[config.mk]
export PLATFORM = sky130hd
export DESIGN_NAME = trace_and_boundary_scan_port
export DESIGN_NICKNAME = d
export VERILOG_FILES = /design/src/rtl/scan_pkg.sv /design/src/rtl/trace_and_boundary_scan_port.sv
export SDC_FILE = /design/constraint.sdc
export NUM_CORES = 1
export LEC_CHECK = 0
export BUFFER_PORTS_ARGS = -buffer_cell sky130_fd_sc_hd__clkbuf_2
export CORE_MARGIN = 2
export CORE_UTILIZATION = 56
export DETAILED_ROUTE_END_ITERATION = 10
export GPL_ROUTABILITY_DRIVEN = 0
export PLACE_DENSITY = 0.77
export SKIP_LAST_GASP = 1
export SLEW_MARGIN = 20
export SYNTH_ARGS = -nofsm -noshare
export SYNTH_HDL_FRONTEND = slang
export SYNTH_HIERARCHICAL = 1
export SYNTH_SLANG_ARGS = --single-unit
export TNS_END_PERCENT = 30
[constraint.sdc]
create_clock -name pclk -period 3.25 [get_ports pclk]
set_clock_uncertainty 0.05 [all_clocks]
set_input_delay 0.1625 -clock pclk [delete_from_list [all_inputs] [get_ports pclk]]
set_output_delay 0.1625 -clock pclk [all_outputs]
set_load 0.02 [all_outputs]
[src/rtl/scan_pkg.sv]
// Shared constants and types of the trace and boundary-scan port
package scan_pkg;

  // ************************************************************
  // Sizes
  // ************************************************************
  localparam int DATA_W     = 32;
  localparam int FIFO_DEPTH = 16;
  localparam int NPINS      = 4;
  localparam int CHAIN_W    = 3 * NPINS;
  localparam int IR_W       = 2;

  // ************************************************************
  // Register map (byte addresses)
  // ************************************************************
  localparam logic [31:0] DEMC_ADDR   = 32'hE000EDFC;
  localparam logic [31:0] STIM0_ADDR  = 32'h00000000;
  localparam logic [31:0] TEN_ADDR    = 32'h00000004;
  localparam logic [31:0] TPR_ADDR    = 32'h00000008;
  localparam logic [31:0] PROTO_ADDR  = 32'h0000000C;
  localparam logic [31:0] FFCR_ADDR   = 32'h00000010;
  localparam logic [31:0] PRESC_ADDR  = 32'h00000014;
  localparam logic [31:0] STATUS_ADDR = 32'h00000018;
  localparam logic [31:0] CHIPID_ADDR = 32'h0000001C;

  // Field positions
  localparam int GTE_BIT = 0;
  localparam int ST_SCAN = 0;
  localparam int ST_TWO  = 1;
  localparam int ST_BUSY = 2;
  localparam int ST_CNT  = 4;
  localparam int CELL_OUT = 0;
  localparam int CELL_IN  = 1;
  localparam int CELL_CTL = 2;

  // Values after reset and encodings
  localparam logic [1:0]  PROTO_MANCH = 2'h1;
  localparam logic [1:0]  PROTO_NRZ   = 2'h2;
  localparam logic [1:0]  PROTO_RST   = PROTO_MANCH;
  localparam logic [31:0] FFCR_RST    = 32'h00000000;
  localparam logic [15:0] PRESC_RST   = 16'h0000;
  localparam logic [IR_W-1:0] IR_EXTEST  = 2'h0;
  localparam logic [IR_W-1:0] IR_SAMPLE  = 2'h1;
  localparam logic [IR_W-1:0] IR_BYPASS  = 2'h3;
  localparam logic [IR_W-1:0] IR_CAPTURE = 2'h1;

  // Frame counts: start, eight data bits, stop; four bytes a word
  localparam logic [3:0] FRAME_LAST = 4'h9;
  localparam logic [3:0] DATA_LAST  = 4'h8;
  localparam logic [1:0] BYTE_LAST  = 2'h3;

  // ************************************************************
  // Types
  // ************************************************************
  typedef enum logic [3:0] {
    TAP_RESET, TAP_IDLE,
    TAP_SEL_DR, TAP_CAP_DR, TAP_SH_DR, TAP_EX1_DR,
    TAP_PAU_DR, TAP_EX2_DR, TAP_UPD_DR,
    TAP_SEL_IR, TAP_CAP_IR, TAP_SH_IR, TAP_EX1_IR,
    TAP_PAU_IR, TAP_EX2_IR, TAP_UPD_IR
  } tap_state_t;

  typedef enum logic [1:0] {TX_IDLE, TX_FRAME} tx_state_t;

  typedef struct packed {
    logic        psel;
    logic        penable;
    logic        pwrite;
    logic [2:0]  pprot;
    logic [31:0] paddr;
    logic [31:0] pwdata;
  } apb_req_t;

  typedef struct packed {
    logic        pready;
    logic        pslverr;
    logic [31:0] prdata;
  } apb_rsp_t;

  typedef struct packed {
    logic               strap_done;
    logic               scan_mode;
    logic               two_wire;
    logic               tck_q;
    tap_state_t         tap;
    logic [IR_W-1:0]    ir;
    logic [IR_W-1:0]    ir_sh;
    logic               bypass;
    logic [CHAIN_W-1:0] chain_sh;
    logic [CHAIN_W-1:0] chain_upd;
    logic               tdo_q;
    logic               tdo_en;
    logic               gte;
    logic               ten;
    logic               tpr;
    logic [1:0]         proto;
    logic [31:0]        ffcr;
    logic [15:0]        presc;
    tx_state_t          tx;
    logic [1:0]         byte_idx;
    logic [3:0]         bit_idx;
    logic [31:0]        shreg;
    logic [15:0]        pcnt;
    logic               line;
    logic [31:0]        prdata;
  } top_state_t;

  localparam top_state_t STATE_RST = '{
    tap: TAP_RESET, tx: TX_IDLE, ir: IR_BYPASS, proto: PROTO_RST,
    ffcr: FFCR_RST, presc: PRESC_RST, default: '0};

endpackage : scan_pkg

[src/rtl/trace_and_boundary_scan_port.sv]
// Trace output and boundary-scan test port with its stimulus FIFO
//
// The APB register port is this design's own decision.

// ************************************************************
// Stimulus FIFO
// ************************************************************
module stream_fifo #(
  parameter int  WIDTH = 32,
  parameter int  DEPTH = 16,
  localparam int AW    = $clog2(DEPTH)
) (
  // Clock and reset
  input  wire logic             clk,
  input  wire logic             rst_n,
  // Fill side
  input  wire logic             in_valid,
  input  wire logic [WIDTH-1:0] in_data,
  output logic                  in_ready,
  // Drain side
  output logic                  out_valid,
  output logic      [WIDTH-1:0] out_data,
  input  wire logic             out_ready,
  // Fill level
  output logic      [AW:0]      count
);
  // Pointers wrap naturally, so DEPTH must be a power of two
  typedef struct packed {
    logic [DEPTH-1:0][WIDTH-1:0] mem;
    logic [AW-1:0]               wp;
    logic [AW-1:0]               rp;
    logic [AW:0]                 cnt;
  } fifo_state_t;

  fifo_state_t s_reg;
  fifo_state_t s_next;
  logic        push;
  logic        pop;

  assign in_ready  = s_reg.cnt != (AW+1)'(DEPTH);
  assign out_valid = s_reg.cnt != '0;
  assign out_data  = s_reg.mem[s_reg.rp];
  assign count     = s_reg.cnt;
  assign push      = in_valid & in_ready;
  assign pop       = out_valid & out_ready;

  always_comb begin
    s_next = s_reg;
    if (push) begin
      s_next.mem[s_reg.wp] = in_data;
      s_next.wp = s_reg.wp + 1'b1;
    end
    if (pop) begin
      s_next.rp = s_reg.rp + 1'b1;
    end
    s_next.cnt = s_reg.cnt + (AW+1)'(push) - (AW+1)'(pop);
  end

  always_ff @(posedge clk or negedge rst_n) begin
    if (!rst_n) begin
      s_reg <= '0;
    end else begin
      s_reg <= s_next;
    end
  end
endmodule : stream_fifo

// ************************************************************
// Port top level
// ************************************************************
module trace_and_boundary_scan_port #(
  // Value is arbitrary
  parameter logic [31:0] CHIP_ID = 32'h00000001
) (
  // Clock and reset
  input  wire logic                        pclk,
  input  wire logic                        presetn,
  // APB slave
  input  wire scan_pkg::apb_req_t          apb_req,
  output scan_pkg::apb_rsp_t               apb_rsp,
  // Power-up straps
  input  wire logic                        test_mode_pin,
  input  wire logic                        port_d_bit0_pin,
  input  wire logic                        scan_select_pin,
  // Test access port
  input  wire logic                        tck,
  input  wire logic                        tms,
  input  wire logic                        tdi,
  // Shared trace / test data out pin
  output logic                             serial_trace_out_pin,
  output logic                             serial_trace_out_oe,
  // Pads and core side of the pads
  input  wire logic [scan_pkg::NPINS-1:0]  pad_in,
  output logic      [scan_pkg::NPINS-1:0]  pad_out,
  output logic      [scan_pkg::NPINS-1:0]  pad_oe,
  input  wire logic [scan_pkg::NPINS-1:0]  core_out,
  input  wire logic [scan_pkg::NPINS-1:0]  core_oe
);
  localparam int CW = $clog2(scan_pkg::FIFO_DEPTH) + 1;

  scan_pkg::top_state_t            s_reg;
  scan_pkg::top_state_t            s_next;
  logic [scan_pkg::CHAIN_W-1:0]    cap_vec;
  logic                            trace_on;
  logic                            extest;
  logic                            setup;
  logic                            access;
  logic [3:0]                      sel;
  logic                            stim_ok;
  logic                            push_valid;
  logic                            fifo_in_ready;
  logic                            fifo_out_valid;
  logic [31:0]                     fifo_out_data;
  logic                            pop_ready;
  logic [CW-1:0]                   fifo_count;
  logic                            tck_rise;
  logic                            tck_fall;
  logic                            tick;
  logic                            first_half;
  logic                            nrz;
  logic                            bit_val;

  // ************************************************************
  // Decoding
  // ************************************************************
  function automatic logic [3:0] reg_sel(input logic [31:0] a);
    unique case (a)
      scan_pkg::STIM0_ADDR:  reg_sel = 4'h0;
      scan_pkg::TEN_ADDR:    reg_sel = 4'h1;
      scan_pkg::TPR_ADDR:    reg_sel = 4'h2;
      scan_pkg::PROTO_ADDR:  reg_sel = 4'h3;
      scan_pkg::FFCR_ADDR:   reg_sel = 4'h4;
      scan_pkg::PRESC_ADDR:  reg_sel = 4'h5;
      scan_pkg::STATUS_ADDR: reg_sel = 4'h6;
      scan_pkg::CHIPID_ADDR: reg_sel = 4'h7;
      scan_pkg::DEMC_ADDR:   reg_sel = 4'h8;
      default:               reg_sel = 4'hF;
    endcase
  endfunction : reg_sel

  function automatic scan_pkg::tap_state_t tap_next(
    input scan_pkg::tap_state_t st,
    input logic                 m
  );
    unique case (st)
      scan_pkg::TAP_RESET:  tap_next = m ? scan_pkg::TAP_RESET
                                         : scan_pkg::TAP_IDLE;
      scan_pkg::TAP_IDLE:   tap_next = m ? scan_pkg::TAP_SEL_DR
                                         : scan_pkg::TAP_IDLE;
      scan_pkg::TAP_SEL_DR: tap_next = m ? scan_pkg::TAP_SEL_IR
                                         : scan_pkg::TAP_CAP_DR;
      scan_pkg::TAP_CAP_DR: tap_next = m ? scan_pkg::TAP_EX1_DR
                                         : scan_pkg::TAP_SH_DR;
      scan_pkg::TAP_SH_DR:  tap_next = m ? scan_pkg::TAP_EX1_DR
                                         : scan_pkg::TAP_SH_DR;
      scan_pkg::TAP_EX1_DR: tap_next = m ? scan_pkg::TAP_UPD_DR
                                         : scan_pkg::TAP_PAU_DR;
      scan_pkg::TAP_PAU_DR: tap_next = m ? scan_pkg::TAP_EX2_DR
                                         : scan_pkg::TAP_PAU_DR;
      scan_pkg::TAP_EX2_DR: tap_next = m ? scan_pkg::TAP_UPD_DR
                                         : scan_pkg::TAP_SH_DR;
      scan_pkg::TAP_UPD_DR: tap_next = m ? scan_pkg::TAP_SEL_DR
                                         : scan_pkg::TAP_IDLE;
      scan_pkg::TAP_SEL_IR: tap_next = m ? scan_pkg::TAP_RESET
                                         : scan_pkg::TAP_CAP_IR;
      scan_pkg::TAP_CAP_IR: tap_next = m ? scan_pkg::TAP_EX1_IR
                                         : scan_pkg::TAP_SH_IR;
      scan_pkg::TAP_SH_IR:  tap_next = m ? scan_pkg::TAP_EX1_IR
                                         : scan_pkg::TAP_SH_IR;
      scan_pkg::TAP_EX1_IR: tap_next = m ? scan_pkg::TAP_UPD_IR
                                         : scan_pkg::TAP_PAU_IR;
      scan_pkg::TAP_PAU_IR: tap_next = m ? scan_pkg::TAP_EX2_IR
                                         : scan_pkg::TAP_PAU_IR;
      scan_pkg::TAP_EX2_IR: tap_next = m ? scan_pkg::TAP_UPD_IR
                                         : scan_pkg::TAP_SH_IR;
      scan_pkg::TAP_UPD_IR: tap_next = m ? scan_pkg::TAP_SEL_DR
                                         : scan_pkg::TAP_IDLE;
    endcase
  endfunction : tap_next

  // ************************************************************
  // Pad cells
  // ************************************************************
  assign extest = s_reg.scan_mode && (s_reg.ir == scan_pkg::IR_EXTEST);

  for (genvar i = 0; i < scan_pkg::NPINS; i++) begin : g_cell
    assign cap_vec[3*i+scan_pkg::CELL_OUT] = core_out[i];
    assign cap_vec[3*i+scan_pkg::CELL_IN]  = pad_in[i];
    assign cap_vec[3*i+scan_pkg::CELL_CTL] = core_oe[i];
    assign pad_out[i] = extest ? s_reg.chain_upd[3*i+scan_pkg::CELL_OUT]
                               : core_out[i];
    assign pad_oe[i]  = extest ? s_reg.chain_upd[3*i+scan_pkg::CELL_CTL]
                               : core_oe[i];
  end

  // ************************************************************
  // Bus and trace datapath
  // ************************************************************
  assign setup    = apb_req.psel & ~apb_req.penable;
  assign access   = apb_req.psel & apb_req.penable;
  assign sel      = reg_sel(apb_req.paddr);
  assign trace_on = s_reg.gte & s_reg.two_wire;
  // pprot[0] set marks a privileged access
  assign stim_ok  = trace_on & s_reg.ten
                  & (~s_reg.tpr | apb_req.pprot[0]);
  assign push_valid = access & apb_req.pwrite & (sel == 4'h0) & stim_ok;
  // A full FIFO stalls the writing master instead of dropping trace
  assign apb_rsp.pready  = ~(push_valid & ~fifo_in_ready);
  assign apb_rsp.pslverr = access & (sel == 4'hF);
  assign apb_rsp.prdata  = s_reg.prdata;
  assign pop_ready = trace_on && (s_reg.tx == scan_pkg::TX_IDLE);

  stream_fifo #(
    .WIDTH (scan_pkg::DATA_W),
    .DEPTH (scan_pkg::FIFO_DEPTH)
  ) u_fifo (
    .clk       (pclk),
    .rst_n     (presetn),
    .in_valid  (push_valid),
    .in_data   (apb_req.pwdata),
    .in_ready  (fifo_in_ready),
    .out_valid (fifo_out_valid),
    .out_data  (fifo_out_data),
    .out_ready (pop_ready),
    .count     (fifo_count)
  );

  assign tick       = s_reg.pcnt == s_reg.presc;
  assign first_half = s_reg.pcnt <= (s_reg.presc >> 1);
  assign nrz        = s_reg.proto == scan_pkg::PROTO_NRZ;
  assign tck_rise   = tck & ~s_reg.tck_q;
  assign tck_fall   = ~tck & s_reg.tck_q;

  always_comb begin
    s_next       = s_reg;
    s_next.tck_q = tck;
    bit_val      = 1'b0;

    // Straps are read once; only a chip reset can change the mode
    if (!s_reg.strap_done) begin
      s_next.strap_done = 1'b1;
      s_next.scan_mode  = test_mode_pin & ~port_d_bit0_pin
                        & scan_select_pin;
      s_next.two_wire   = ~scan_select_pin;
    end

    // Scan controller
    if (s_reg.scan_mode && tck_rise) begin
      if (s_reg.tap == scan_pkg::TAP_RESET) begin
        s_next.ir = scan_pkg::IR_BYPASS;
      end else if (s_reg.tap == scan_pkg::TAP_CAP_DR) begin
        if (s_reg.ir == scan_pkg::IR_BYPASS) begin
          s_next.bypass = 1'b0;
        end else begin
          s_next.chain_sh = cap_vec;
        end
      end else if (s_reg.tap == scan_pkg::TAP_SH_DR) begin
        if (s_reg.ir == scan_pkg::IR_BYPASS) begin
          s_next.bypass = tdi;
        end else begin
          s_next.chain_sh = {tdi,
            s_reg.chain_sh[scan_pkg::CHAIN_W-1:1]};
        end
      end else if (s_reg.tap == scan_pkg::TAP_UPD_DR) begin
        if (s_reg.ir != scan_pkg::IR_BYPASS) begin
          s_next.chain_upd = s_reg.chain_sh;
        end
      end else if (s_reg.tap == scan_pkg::TAP_CAP_IR) begin
        s_next.ir_sh = scan_pkg::IR_CAPTURE;
      end else if (s_reg.tap == scan_pkg::TAP_SH_IR) begin
        s_next.ir_sh = {tdi, s_reg.ir_sh[scan_pkg::IR_W-1:1]};
      end else if (s_reg.tap == scan_pkg::TAP_UPD_IR) begin
        s_next.ir = s_reg.ir_sh;
      end
      s_next.tap = tap_next(s_reg.tap, tms);
    end
    if (s_reg.scan_mode && tck_fall) begin
      s_next.tdo_en = (s_reg.tap == scan_pkg::TAP_SH_DR)
                    || (s_reg.tap == scan_pkg::TAP_SH_IR);
      if (s_reg.tap == scan_pkg::TAP_SH_IR) begin
        s_next.tdo_q = s_reg.ir_sh[0];
      end else if (s_reg.ir == scan_pkg::IR_BYPASS) begin
        s_next.tdo_q = s_reg.bypass;
      end else begin
        s_next.tdo_q = s_reg.chain_sh[0];
      end
    end

    // Register writes take effect at the completing edge
    if (access && apb_req.pwrite && apb_rsp.pready) begin
      if (sel == 4'h8) begin
        s_next.gte = apb_req.pwdata[scan_pkg::GTE_BIT];
      end else if (s_reg.gte) begin
        unique case (sel)
          4'h1: s_next.ten   = apb_req.pwdata[0];
          4'h2: s_next.tpr   = apb_req.pwdata[0];
          4'h3: s_next.proto = apb_req.pwdata[1:0];
          4'h4: s_next.ffcr  = apb_req.pwdata;
          4'h5: s_next.presc = apb_req.pwdata[15:0];
          default: ;
        endcase
      end
    end

    // Read data is registered in the setup cycle
    if (setup && !apb_req.pwrite) begin
      s_next.prdata = '0;
      unique case (sel)
        4'h0: s_next.prdata[0] = fifo_in_ready;
        4'h1: s_next.prdata[0] = s_reg.ten;
        4'h2: s_next.prdata[0] = s_reg.tpr;
        4'h3: s_next.prdata[1:0] = s_reg.proto;
        4'h4: s_next.prdata = s_reg.ffcr;
        4'h5: s_next.prdata[15:0] = s_reg.presc;
        4'h6: begin
          s_next.prdata[scan_pkg::ST_SCAN] = s_reg.scan_mode;
          s_next.prdata[scan_pkg::ST_TWO]  = s_reg.two_wire;
          s_next.prdata[scan_pkg::ST_BUSY] = s_reg.tx != scan_pkg::TX_IDLE;
          s_next.prdata[scan_pkg::ST_CNT +: CW] = fifo_count;
        end
        4'h7: s_next.prdata = s_reg.two_wire ? CHIP_ID : '0;
        4'h8: s_next.prdata[scan_pkg::GTE_BIT] = s_reg.gte;
        default: ;
      endcase
    end

    // Serialiser: each word leaves as four bytes, low byte first
    unique case (s_reg.tx)
      scan_pkg::TX_IDLE: begin
        if (fifo_out_valid && pop_ready) begin
          s_next.shreg    = fifo_out_data;
          s_next.byte_idx = '0;
          s_next.bit_idx  = '0;
          s_next.pcnt     = '0;
          s_next.tx       = scan_pkg::TX_FRAME;
        end
      end
      scan_pkg::TX_FRAME: begin
        s_next.pcnt = tick ? '0 : s_reg.pcnt + 16'h0001;
        if (!trace_on) begin
          s_next.tx = scan_pkg::TX_IDLE;
        end else if (tick) begin
          if (s_reg.bit_idx != '0 && s_reg.bit_idx <= scan_pkg::DATA_LAST) begin
            s_next.shreg = s_reg.shreg >> 1;
          end
          if (s_reg.bit_idx == scan_pkg::FRAME_LAST) begin
            s_next.bit_idx = '0;
            if (s_reg.byte_idx == scan_pkg::BYTE_LAST) begin
              s_next.tx = scan_pkg::TX_IDLE;
            end else begin
              s_next.byte_idx = s_reg.byte_idx + 2'h1;
            end
          end else begin
            s_next.bit_idx = s_reg.bit_idx + 4'h1;
          end
        end
      end
      default: s_next.tx = scan_pkg::TX_IDLE;
    endcase

    // Line coding; Manchester idles low, NRZ idles high
    if (s_reg.tx != scan_pkg::TX_FRAME) begin
      s_next.line = nrz;
    end else if (s_reg.bit_idx == scan_pkg::FRAME_LAST) begin
      s_next.line = nrz;
    end else begin
      if (s_reg.bit_idx == '0) begin
        bit_val = ~nrz;
      end else begin
        bit_val = s_reg.shreg[0];
      end
      // Manchester needs a prescaler of one or more to show two halves
      s_next.line = nrz ? bit_val
                        : (first_half ? bit_val : ~bit_val);
    end
  end

  always_ff @(posedge pclk or negedge presetn) begin
    if (!presetn) begin
      s_reg <= scan_pkg::STATE_RST;
    end else begin
      s_reg <= s_next;
    end
  end

  // ************************************************************
  // Shared output pin
  // ************************************************************
  assign serial_trace_out_pin = s_reg.scan_mode ? s_reg.tdo_q
                                                : s_reg.line;
  assign serial_trace_out_oe  = s_reg.scan_mode ? s_reg.tdo_en
                                                : trace_on;

endmodule : trace_and_boundary_scan_port

-- Word level (Yosys, flattened, before mapping)
Index checks and enable logic that the tools add are counted.
Widths: inputs -> output; s select.
- output and inout bits: 44
- input bits: 90
- logic and storage cells: 261
- register bits after elaboration: 706
- mux-type cells: 73
- reductions and logical operators: 44
- $add $sub $neg: 7
- bitwise logic cells: 33
- eq/ne operators: 55
- $lt $le $gt $ge: 5
- operators with widths (operator ; count):
    $bwmux 512 ; 1
    $bmux 32 s4 ; 1
    $demux 32 s4 ; 1
    $eq 32x5->1 const B ; 4
    $pmux 54 s2 ; 1
    $mux 32 ; 3
    $eq 32x4->1 const B ; 2
    $mux 56 ; 1
    $pmux 4 s12 ; 1
    $eq 4x4->1 const B ; 11
    $mux 40 ; 1
    $mux 38 ; 1
    $mux 4 ; 9
    $pmux 4 s9 ; 1
    $reduce_and 4->1 ; 9
    $eq 32x3->1 const B ; 1
    $eq 32x32->1 const B ; 1
    $eq 4x3->1 const B ; 8
    $logic_not 32->1 ; 1
    $pmux 16 s2 ; 1
    $mux 13 ; 2
    $mux 1 ; 25
    $mux 12 ; 2
    $mux 2 ; 12
    44 further kinds ; 117

-- Longest topological paths before layout
Gate-level depths: netlist of the first run.
- depth after elaboration: 10
- depth in mapped cells: 16
- gate-level depth less buffers: 14

-- Modules after synthesis
Netlist of the first run, hierarchy kept.
- modules (own cells, without submodules) (module ; instances ; area an instance (µm²) ; cells each ; seq. area each (µm²)):
    stream_fifo ; 1 ; 24257.0 ; 1601 ; 13137.6
    trace_and_boundary_scan_port ; 1 ; 9457.8 ; 911 ; 4408.0

-- Worst setup path after synthesis of the first run
No wires, ideal clock.
- path kind: input -> register
- start point: input apb_req[41] in the netlist's numbering
- end point: register u_fifo.s_reg (netlist bit u_fifo/count[4])
- setup time: 123 ps
- path buffers: 2
- required time: 3077 ps
- path slack: -10 ps
- stages: 16
- data arrival time: 3087 ps
- path through: nor4_1 > nand4_1 > or2_2 > nor3_1 > nor2b_2 > buf_4 > buf_6 > inv_1 > ha_1 > inv_1 > ha_1 > fa_1 > a21oi_1 > nor2_1 > nor2_1 > xnor2_1
- RTL lines (what ; line ; source):
    start: declaration ; trace_and_boundary_scan_port.sv:79 ; input wire scan_pkg::apb_req_t apb_req,
    end signal: assignment ; trace_and_boundary_scan_port.sv:63 ; s_reg <= s_next;
    end: declaration ; trace_and_boundary_scan_port.sv:35 ; fifo_state_t s_reg;

==> impl_results.md, run 1 <==
- Root Buffer: clkbuf_16
- Seq/Total Area, Yosys: 52.0%
- Beginning of the worst hold path: apb_req[25]
- Final setup TNS: 0 ns
- R2r setup slk: 0.21 ns
- Comb pwr share: 3.4%
- Slowest-stage cell, CP: or4b_1
- Remaining antenna violation count after routing: 0
- Initial drt markers: 1595
- Via Count: 22.0k
- Gate count after technology mapping: 2512
- Post-CTS setup buffers: 0
- Power per cell area: 488 nW/um^2
- Cell leakage power: 18.4 nW
- Share of layout cells above drive strength 1: 31.9%
- Core Util, Final: 64.1%
- Vias/cell: 6.38
- Worst skew pair latency: 0.62 ns
- VDD IR max: 0.000395 V
- Port Buffer Count: 131
- Crit-path max FO: 5
- Met1 Usage GRT: 36.2%
- Area grow syn2layout: 12.6%
- P_int: 14.5 mW
- Worst R2R Path Depth: 12
- First-pass GRT wire length: 134000 um
- Slowest stage delay, CP: 0.45 ns
- Switching Power: 4.05 mW
- Worst slew pin tran: 0.968 ns
- Largest net degree at the start of global routing: 88
- Fraction of registers with async set/reset: 100%
- Final WL: 84400 um
- TritonCTS clock tree: done
- GR Overflow Total: 0
- Max-cap viol count: 0
- Max Freq: 329 MHz
- DRT Pass-1 Iters: 7
- Dpl cell area: 35000 um^2
- Wire length per cell: 24.5 um
- Post-synth EDFFs: 0
- Main flop type after synthesis: dfrtp_1
- Syn avg cell area: 13.4 um^2
- Boundary Pins: 134
- Worst min-delay path class: input port to register
- Row count: 89
- RSZ-0062 raised after global routing: no
- Worst r2r src: u_fifo/count[3]
- Switching part of the total power: 21.9%
- DR DRC count: 0
- Die X: 249 um
- Leading cell type in the layout, fill and taps excluded: dfrtp_1
- Crit path buf inv count: 2
- Cell area after synthesis: 33700 um^2
- Syn. warnings: 6
- Worst Path Arrival: 3.52 ns
- Setup crit start kind: register
- CTS Buffer Depth: 3
- Syn_nets: 2631
- Starting Density: 56.9%
- Crit Path Category: register to register
- M2 GR Usage: 45.8%
- Final period util: 93.4%
- Max_slew headroom: 35.5%
- Clk network pwr share: 48.8%
- CP Capture Type: register
- Hold EP: u_fifo/s_reg[38]
- DP Wirelength: 52600 um
- Initial antenna violation count: 1
- Max FFs per register: 520
- Nets: 2729
- Final setup fails: 0
- Die Ht: 249 um
- Register clock-pin slew on the reported worst setup and hold paths: 0.06 ns
- TritonCTS sink count: 701
- Fin. Hold Viols: 0
- Grt met3 use: 4.59%
- FF-to-FF End: u_fifo/count[4]
- Yosys reg bits: 701
- H-tree depth: 3
- Final min period: 3.04 ns
- Post-route cell area: 37900 um^2
- Outcome: complete, no violations
- Max-slew violations: 0
- CTS buffer count: 76
- Die Area: 62200 um^2
- Share of total power in sequential cells: 47.7%
- Total track usage: 27.4%
- Synth unique cells: 80
- Critical-path cell list: inv_1, ha_1, or4b_1, and2_1, ha_1, inv_1, ha_1, fa_1, a21oi_1, nor2_1, nor2_1, xnor2_1
- GRT busiest layer: met2
- Most frequent cells in the layout: 695 x dfrtp_1, 337 x mux2_2, 189 x mux2_1
- Delay-heaviest family, CP: adder cells
- Vias in the first global route: 23.4k
- Worst hold path depth: 2
- Core area: 59200 um^2
- Most common cell on crit path: ha_1
- Req. time, crit path: 3.73 ns
metal layers:
metal	vias to the layer above	wire length (um)
met3	202	4930
met1	11600	35300
met2	726	41500
met4	0	2620
met5	-	0
li1	9456	-
synthesized netlist by cell type (4+ instances only):
cell type / number / area (um^2)
dfrtp_1: 698 / 17500
mux2_2: 337 / 3790
mux2_1: 189 / 2130
mux2i_1: 180 / 1800
nand2_1: 122 / 458
clkbuf_1: 93 / 349
o21ai_0: 92 / 460
buf_4: 80 / 601
a221oi_1: 73 / 639
mux4_2: 64 / 1440
mux2_4: 58 / 871
a21oi_1: 52 / 260
a31oi_1: 40 / 250
nor2_1: 40 / 150
inv_1: 36 / 135
a22oi_1: 32 / 240
ha_1: 28 / 350
buf_2: 26 / 130
nand3_1: 21 / 105
xor2_1: 21 / 184
nand4_1: 17 / 106
nor3_1: 16 / 80.1
nor4_1: 15 / 93.8
a21o_1: 14 / 105
and3_1: 14 / 87.6
buf_1: 13 / 48.8
buf_6: 11 / 124
nor2b_1: 9 / 56.3
xnor2_1: 8 / 70.1
a222oi_1: 7 / 70.1
and2_1: 5 / 31.3
nor3b_1: 5 / 37.5
o31ai_1: 5 / 37.5
or3_1: 5 / 31.3
a41oi_1: 4 / 35.0
nand2_2: 4 / 25.0
nand2b_1: 4 / 25.0
nand3_4: 4 / 70.1
o211ai_1: 4 / 30.0
timing repair:
action,in CTS,in global routing
endpoints found under the hold margin,154,0
endpoints found under the setup margin,0,1
hold buffers,24,0
gates resized for setup,0,1
metrics by stage:
step	worst slack, ns	power (mW)	cells	hold WS [ns]
3_5_place_dp	-0.0532	9.61	3281	0.205
4_1_cts	0.165	18.6	3443	0.0113
5_1_grt	0.0337	19.1	3444	0.0546
6_report	0.213	18.5	3444	0.0371
2_1_floorplan	0.0435	9.22	2512	-0.183
3_3_place_gp	0.0862	9.58	3281	0.197
cell type report:
class / count / area [um^2]
inverters: 37 / 139
well taps: 773 / 967
multi-input cells: 1545 / 14700
diodes: 1 / 2.50
fillers: 4238 / 21300
repair buffers: 249 / 1890
clock buffers: 110 / 2270
clock inverters: 28 / 379
flip-flops and latches: 701 / 17600
logic make-up after synthesis:
kind of cell               after synthesis  share of synthesized area, %
muxes                                  828                          29.8
DFF                                    701                          52.0
AOI/OAI and AO/OA                      351                          7.05
and+or+nand+nor                        307                          4.84
buffers and inverters                  266                          4.44
adders and majority gates               29                          1.10
xor gates and xnor gates                29                         0.753
other                                    1                        0.0111
how the worst max path moves through the flow:
stage	slack, ns	end	depth (start not counted)	from
final	0.21	u_fifo/count[4]	12	u_fifo/count[3]
after global routing	0.03	u_fifo/count[4]	12	u_fifo/count[3]
after CTS	0.16	u_fifo/count[4]	14	s_reg[141]
after detailed placement	-0.05	u_fifo/count[4]	15	apb_req[40]
after global placement	0.09	u_fifo/count[4]	16	apb_req[38]
after floorplan	0.04	u_fifo/count[4]	16	apb_req[48]
power by group through the flow:
stage / Sequential, mW / Clock (mW) / Combinational, mW
finish: 8.83 / 9.04 / 0.636
CTS: 8.83 / 9.17 / 0.645
detailed placement: 8.99 / 0 / 0.618
floorplan: 8.95 / 0 / 0.266
global route: 8.83 / 9.57 / 0.711
global placement: 8.98 / 0 / 0.595
(Power assumes the default switching activity.)
==> run 2: changes to the inputs <==
--- a/config.mk
+++ b/config.mk
@@ -11,6 +11,7 @@
 export DETAILED_ROUTE_END_ITERATION = 10
 export GPL_ROUTABILITY_DRIVEN = 0
 export PLACE_DENSITY = 0.77
+export REMOVE_ABC_BUFFERS = 1
 export SKIP_LAST_GASP = 1
 export SLEW_MARGIN = 20
 export SYNTH_ARGS = -nofsm -noshare
==> run 2 against run 1 <==
Net effect: fmax is 0.31% higher; critical path depth up 3; count of clock-buffer cells in the layout is 4 lower; combinational power is 0.9% lower; non-clock buffer count increased by 18; largest power group unchanged.
==> impl_results.md, run 2 (synthesis gave the netlist of run 1 again) <==
- Outcome: complete, no violations (unchanged)
- Largest net degree at the start of global routing: 134 (was 88)
- Crit path buf inv count: 3 (was 2)
- Row count: 89 (unchanged)
- DR DRC count: 0 (unchanged)
- Req. time, crit path: 3.72 ns (was 3.73 ns)
- Crit-path max FO: 6 (was 5)
- Worst setup margin: 0.223 ns (was 0.213 ns)
- Post-route cell area: 38100 um^2 (was 37900 um^2)
- Register clock-pin slew on the reported worst setup and hold paths: 0.06 ns (about the same)
- Via Count: 22.0k (about the same)
- TritonCTS sink count: 701 (unchanged)
- Power per cell area: 483 nW/um^2 (was 488 nW/um^2)
- H-tree depth: 3 (unchanged)
- Crit Path Category: register to register (unchanged)
- CTS Buffer Depth: 3 (unchanged)
- Initial drt markers: 1708 (was 1595)
- Pre-CTS WS: -0.0610 ns (was -0.0532 ns)
- Starting Density: 56.9% (unchanged)
- Vias in the first global route: 23.4k (about the same)
- Dpl cell area: 35200 um^2 (was 35000 um^2)
- Final WL: 83200 um (was 84400 um)
- Boundary Pins: 134 (unchanged)
- Core area: 59200 um^2 (unchanged)
- Finished Layout Cells: 3457 (was 3444)
- Max_slew headroom: 48.2% (was 35.5%)
- Critical-path cell list: and2_2, o2111a_1, nand2_1, nor3_1, buf_4, nor2b_2, inv_1, ha_1, inv_1, ha_1, fa_1, a21oi_1, nor2_1, nor2_1, xnor2_1 (was inv_1, ha_1, or4b_1, and2_1, ha_1, inv_1, ha_1, fa_1, a21oi_1, nor2_1, nor2_1, xnor2_1)
- Final Power: 18.4 mW (was 18.5 mW)
- Total track usage: 27.1% (was 27.4%)
- Most frequent cells in the layout: 695 x dfrtp_1, 337 x mux2_2, 189 x mux2_1 (unchanged)
- CTS buffer count: 74 (was 76)
- Port Buffer Count: 131 (unchanged)
- Worst slew pin tran: 0.777 ns (was 0.968 ns)
- Setup crit start kind: register (unchanged)
- Post_cts resized: 0 (unchanged)
- GR Overflow Total: 0 (unchanged)
- Final setup fails: 0 (unchanged)
- Die Ht: 249 um (unchanged)
- Core Util, Final: 64.4% (was 64.1%)
- Layout fillers: 4234 (was 4238)
- Cell count after placement: 3286 (was 3281)
- Area grow syn2layout: 13.1% (was 12.6%)
- Post-CTS setup buffers: 0 (unchanged)
- DP Wirelength: 50600 um (was 52600 um)
- VDD IR max: 0.000362 V (was 0.000395 V)
- Die X: 249 um (unchanged)
- Max Freq: 330 MHz (was 329 MHz)
- Max-slew violations: 0 (unchanged)
- Worst Path Arrival: 3.50 ns (was 3.52 ns)
- Slowest-stage cell, CP: dfrtp_1 (was or4b_1)
- Wire length per cell: 24.1 um (was 24.5 um)
- Max-cap viol count: 0 (unchanged)
- First-pass GRT wire length: 133000 um (was 134000 um)
- Die Area: 62200 um^2 (unchanged)
- Max FFs per register: 520 (unchanged)
- Worst min-delay path class: input port to register (unchanged)
- DRT Pass-1 Iters: 5 (was 7)
- RSZ-0062 raised after global routing: no (unchanged)
- Share of layout cells above drive strength 1: 31.8% (was 31.9%)
- Vias/cell: 6.35 (was 6.38)
- Nets: 2745 (was 2729)
- Final min period: 3.03 ns (was 3.04 ns)
- Delay-heaviest family, CP: adder cells (unchanged)
- Remaining antenna violation count after routing: 0 (unchanged)
- Final period util: 93.2% (was 93.4%)
- Initial antenna violation count: 1 (unchanged)
- Root Buffer: clkbuf_16 (unchanged)
- Leading cell type in the layout, fill and taps excluded: dfrtp_1 (unchanged)
- Cell leakage power: 18.6 nW (was 18.4 nW)
- Slowest stage delay, CP: 0.44 ns (was 0.45 ns)
- Fin. Hold Viols: 0 (unchanged)
- TritonCTS clock tree: done (unchanged)
- Worst skew pair latency: 0.62 ns (about the same)
- CP Capture Type: register (unchanged)
run 2: area by class of cell:
cell class | count | area (um^2) | area share [%]
Tap cell | 773 | 967 | 2.54
Antenna cell | 1 | 2.50 | 0.00656
Clock inverter | 27 | 418 | 1.10
Sequential cell | 701 | 17600 | 46.0
Timing Repair Buffer | 267 | 2140 | 5.62
Multi-Input combinational cell | 1545 | 14700 | 38.6
Inverter | 37 | 139 | 0.364
Clock buffer | 106 | 2180 | 5.72
run 2: path summary, 6_finish.rpt:
path	from	endpoint	slack (ns)	cells past startpoint
worst max-delay path	s_reg[141]	u_fifo/count[4]	0.22	15
worst min-delay path	apb_req[6]	u_fifo/s_reg[435]	0.03	2
worst max register to register	s_reg[141]	u_fifo/count[4]	0.22	15
worst min register to register	apb_rsp[23]	apb_rsp[23]	0.43	2
max in group asynchronous	presetn	u_fifo/s_reg[132]	2.00	4
min in group asynchronous	presetn	s_reg[166]	0.04	2
run 2: worst register-to-register path, delay by kind of cell, from the launching register on:
kind	cells	cell delay, ns
adder cells (fa/ha/maj)	3	0.86
flip-flops	1	0.44
XOR/XNOR	1	0.13
AO/OA/AOI/OAI	2	0.34
buffers and inverters	3	0.25
AND/OR/NAND/NOR	6	0.86
run 2: report_power, final:
part           leakage [nW]  internal [mW]  switching, mW
Clock                  1.28           5.42           3.54
Combinational          7.55          0.189          0.441
Sequential             9.73           8.77         0.0605
run 2: repair_timing:
action / CTS / global route
hold buffers: 37 / 0
endpoints found under the hold margin: 516 / 0
setup endpoints to repair: 0 / 0
run 2: per-stage QoR:
step / hold WS [ns] / setup TNS, ns
4_1_cts: 0.00344 / 0
3_3_place_gp: 0.0752 / -0.00645
5_1_grt: 0.0404 / 0
2_1_floorplan: -0.183 / -911.64
6_report: 0.0282 / 0
3_5_place_dp: 0.0881 / -0.0610
run 2: routing by layer:
metal	routed length (um)	global-route usage (%)
met1	35100	36.2
met2	41000	45.6
met3	4570	4.04
met4	2530	9.29
met5	0	0
==> run 3: changes to the inputs <==
--- a/config.mk
+++ b/config.mk
@@ -6,14 +6,15 @@
 export NUM_CORES = 1
 export LEC_CHECK = 0
 export BUFFER_PORTS_ARGS = -buffer_cell sky130_fd_sc_hd__clkbuf_2
+export CELL_PAD_IN_SITES_DETAIL_PLACEMENT = 2
+export CELL_PAD_IN_SITES_GLOBAL_PLACEMENT = 2
 export CORE_MARGIN = 2
-export CORE_UTILIZATION = 56
+export CORE_UTILIZATION = 40
 export DETAILED_ROUTE_END_ITERATION = 10
 export GPL_ROUTABILITY_DRIVEN = 0
 export PLACE_DENSITY = 0.77
 export REMOVE_ABC_BUFFERS = 1
 export SKIP_LAST_GASP = 1
-export SLEW_MARGIN = 20
 export SYNTH_ARGS = -nofsm -noshare
 export SYNTH_HDL_FRONTEND = slang
 export SYNTH_HIERARCHICAL = 1
==> run 3 against run 2 <==
Net effect: count of clock-buffer cells in the layout is 17 higher; cell count rose by 9.2%; first-iteration DRC count is 25% lower; via count up 0.39%; global-route usage shrank 2.3 points; critical path type unchanged; critical endpoint unchanged.
==> impl_results.md, run 3 (synthesis gave the netlist of run 1 again) <==
- Outcome: complete, no violations (unchanged)
- Critical-path cell list: and2_2, o2111a_1, nand2_1, nor3_1, nor2b_2, inv_1, ha_1, inv_1, ha_1, fa_1, a21oi_1, nor2_1, nor2_1, xnor2_1 (was and2_2, o2111a_1, nand2_1, nor3_1, buf_4, nor2b_2, inv_1, ha_1, inv_1, ha_1, fa_1, a21oi_1, nor2_1, nor2_1, xnor2_1)
- CTS Buffer Depth: 3 (unchanged)
- TritonCTS sink count: 701 (unchanged)
- Fin. Hold Viols: 0 (unchanged)
- Core area: 83600 um^2 (was 59200 um^2)
- Die X: 294 um (was 249 um)
- Worst min-delay path class: input port to register (unchanged)
- Req. time, crit path: 3.75 ns (was 3.72 ns)
- Worst hold path depth: 2 (unchanged)
- Crit path buf inv count: 2 (was 3)
- Worst Path Arrival: 3.48 ns (was 3.50 ns)
- Boundary Pins: 134 (unchanged)
- Max-cap viol count: 0 (unchanged)
- Vias in the first global route: 25.9k (was 23.4k)
- DP Wirelength: 62300 um (was 50600 um)
- Crit path depth: 14 (was 15)
- Initial antenna violation count: 4 (was 1)
- Max Freq: 335 MHz (was 330 MHz)
- Setup crit start kind: register (unchanged)
- Most frequent cells in the layout: 695 x dfrtp_1, 337 x mux2_2, 189 x mux2_1 (unchanged)
- Post-route cell area: 38600 um^2 (was 38100 um^2)
- Crit-path max FO: 6 (unchanged)
- Worst skew pair latency: 0.64 ns (was 0.62 ns)
- Leading cell type in the layout, fill and taps excluded: dfrtp_1 (unchanged)
- Final min period: 2.98 ns (was 3.03 ns)
- Area grow syn2layout: 14.5% (was 13.1%)
- Final WL: 105000 um (was 83200 um)
- Max-slew violations: 0 (unchanged)
- Slowest stage delay, CP: 0.44 ns (about the same)
- Remaining antenna violation count after routing: 0 (unchanged)
- Crit Path Category: register to register (unchanged)
- VDD IR max: 0.000393 V (was 0.000362 V)
- Wire length per cell: 27.9 um (was 24.1 um)
- Share of layout cells above drive strength 1: 31.7% (was 31.8%)
- DRT Pass-1 Iters: 9 (was 5)
- Die Area: 86600 um^2 (was 62200 um^2)
- Die Ht: 294 um (was 249 um)
- CTS buffer count: 80 (was 74)
- Vias/cell: 5.84 (was 6.35)
- Delay-heaviest family, CP: simple AND/OR/NAND/NOR gates (was adder cells)
- Register clock-pin slew on the reported worst setup and hold paths: 0.06 ns (about the same)
- DR DRC count: 0 (unchanged)
- CP Capture Type: register (unchanged)
- Slowest-stage cell, CP: dfrtp_1 (unchanged)
- Row count: 106 (was 89)
- Total track usage: 24.8% (was 27.1%)
- Worst R2R Path Depth: 14 (was 15)
- R2r setup slk: 0.27 ns (was 0.22 ns)
- Final setup fails: 0 (unchanged)
- TritonCTS clock tree: done (unchanged)
- Max FFs per register: 520 (unchanged)
- Nets: 2747 (was 2745)
- Post-CTS setup buffers: 0 (unchanged)
- H-tree depth: 3 (unchanged)
- Final period util: 91.8% (was 93.2%)
- Layout fillers: 7917 (was 4234)
- Starting Density: 40.4% (was 56.9%)
- Max_slew headroom: 39.4% (was 48.2%)
- GR Overflow Total: 0 (unchanged)
- Dpl cell area: 35500 um^2 (was 35200 um^2)
- Via Count: 22.0k (about the same)
- Initial drt markers: 1287 (was 1708)
- Worst slew pin tran: 0.909 ns (was 0.777 ns)
- Cell leakage power: 18.6 nW (about the same)
- Port Buffer Count: 131 (unchanged)
- First-pass GRT wire length: 164000 um (was 133000 um)
- RSZ-0062 raised after global routing: no (unchanged)
- Root Buffer: clkbuf_16 (unchanged)
- Power per cell area: 492 nW/um^2 (was 483 nW/um^2)
- Largest net degree at the start of global routing: 104 (was 134)
- Final Power: 19.0 mW (was 18.4 mW)
-- run 3: timing repair --
action | 4_1_cts | 5_1_grt
gates resized for setup | 0 | 0
hold buffers | 34 | 0
hold endpoints to repair | 263 | 0
-- run 3: path summary, 6_finish.rpt --
| kind | startpoint | to |
|---|---|---|
| max | s_reg[141] | u_fifo/count[4] |
| min | apb_req[9] | u_fifo/s_reg[54] |
| max reg2reg | s_reg[141] | u_fifo/count[4] |
| min reg2reg | apb_rsp[20] | apb_rsp[20] |
| max in group asynchronous | presetn | u_fifo/s_reg[133] |
| min in group asynchronous | presetn | s_reg[174] |
-- run 3: per-stage QoR --
stage	std cells	hold WS, ns	worst slack, ns	utilization (%)	setup TNS [ns]
finish	3775	0.0216	0.265	46.2	0
global route	3773	0.0409	0.0687	46.2	0
CTS	3770	0.000716	0.257	46.2	0
detailed placement	3592	0.162	-0.0590	42.5	-0.0590
global placement	3592	0.152	0.0405	42.5	0
floorplan	2283	-0.183	-4.77	-	-911.64
-- run 3: per-layer routing --
metal	track usage, %	wire length, um
met3	3.70	3930
met2	44.8	55000
met4	8.44	3320
met1	30.2	43200
met5	0	0
-- run 3: layout make-up --
| cell class | instances | area, um^2 | area share (%) |
|---|---|---|---|
| Sequential cell | 701 | 17600 | 45.5 |
| Multi-Input combinational cell | 1545 | 14700 | 38.2 |
| Clock buffer | 123 | 2430 | 6.29 |
| Timing Repair Buffer | 263 | 2080 | 5.39 |
| Tap cell | 1080 | 1350 | 3.50 |
| Clock inverter | 21 | 314 | 0.813 |
| Inverter | 37 | 139 | 0.360 |
| Antenna cell | 5 | 12.5 | 0.0324 |
-- run 3: worst reg2reg max path: stages, from the launching register on --
cell      delay, ns
dfrtp_1        0.44
and2_2         0.19
o2111a_1       0.20
nand2_1        0.10
nor3_1         0.22
nor2b_2        0.21
inv_1          0.06
ha_1           0.27
inv_1          0.04
ha_1           0.20
fa_1           0.41
a21oi_1        0.17
nor2_1         0.07
nor2_1         0.13
xnor2_1        0.13
-- run 3: report_power, final --
group,internal (mW),switching [mW],leakage (nW)
Combinational,0.190,0.475,7.52
Clock,5.65,3.84,1.35
Sequential,8.77,0.0634,9.73
Total,14.6,4.38,18.6
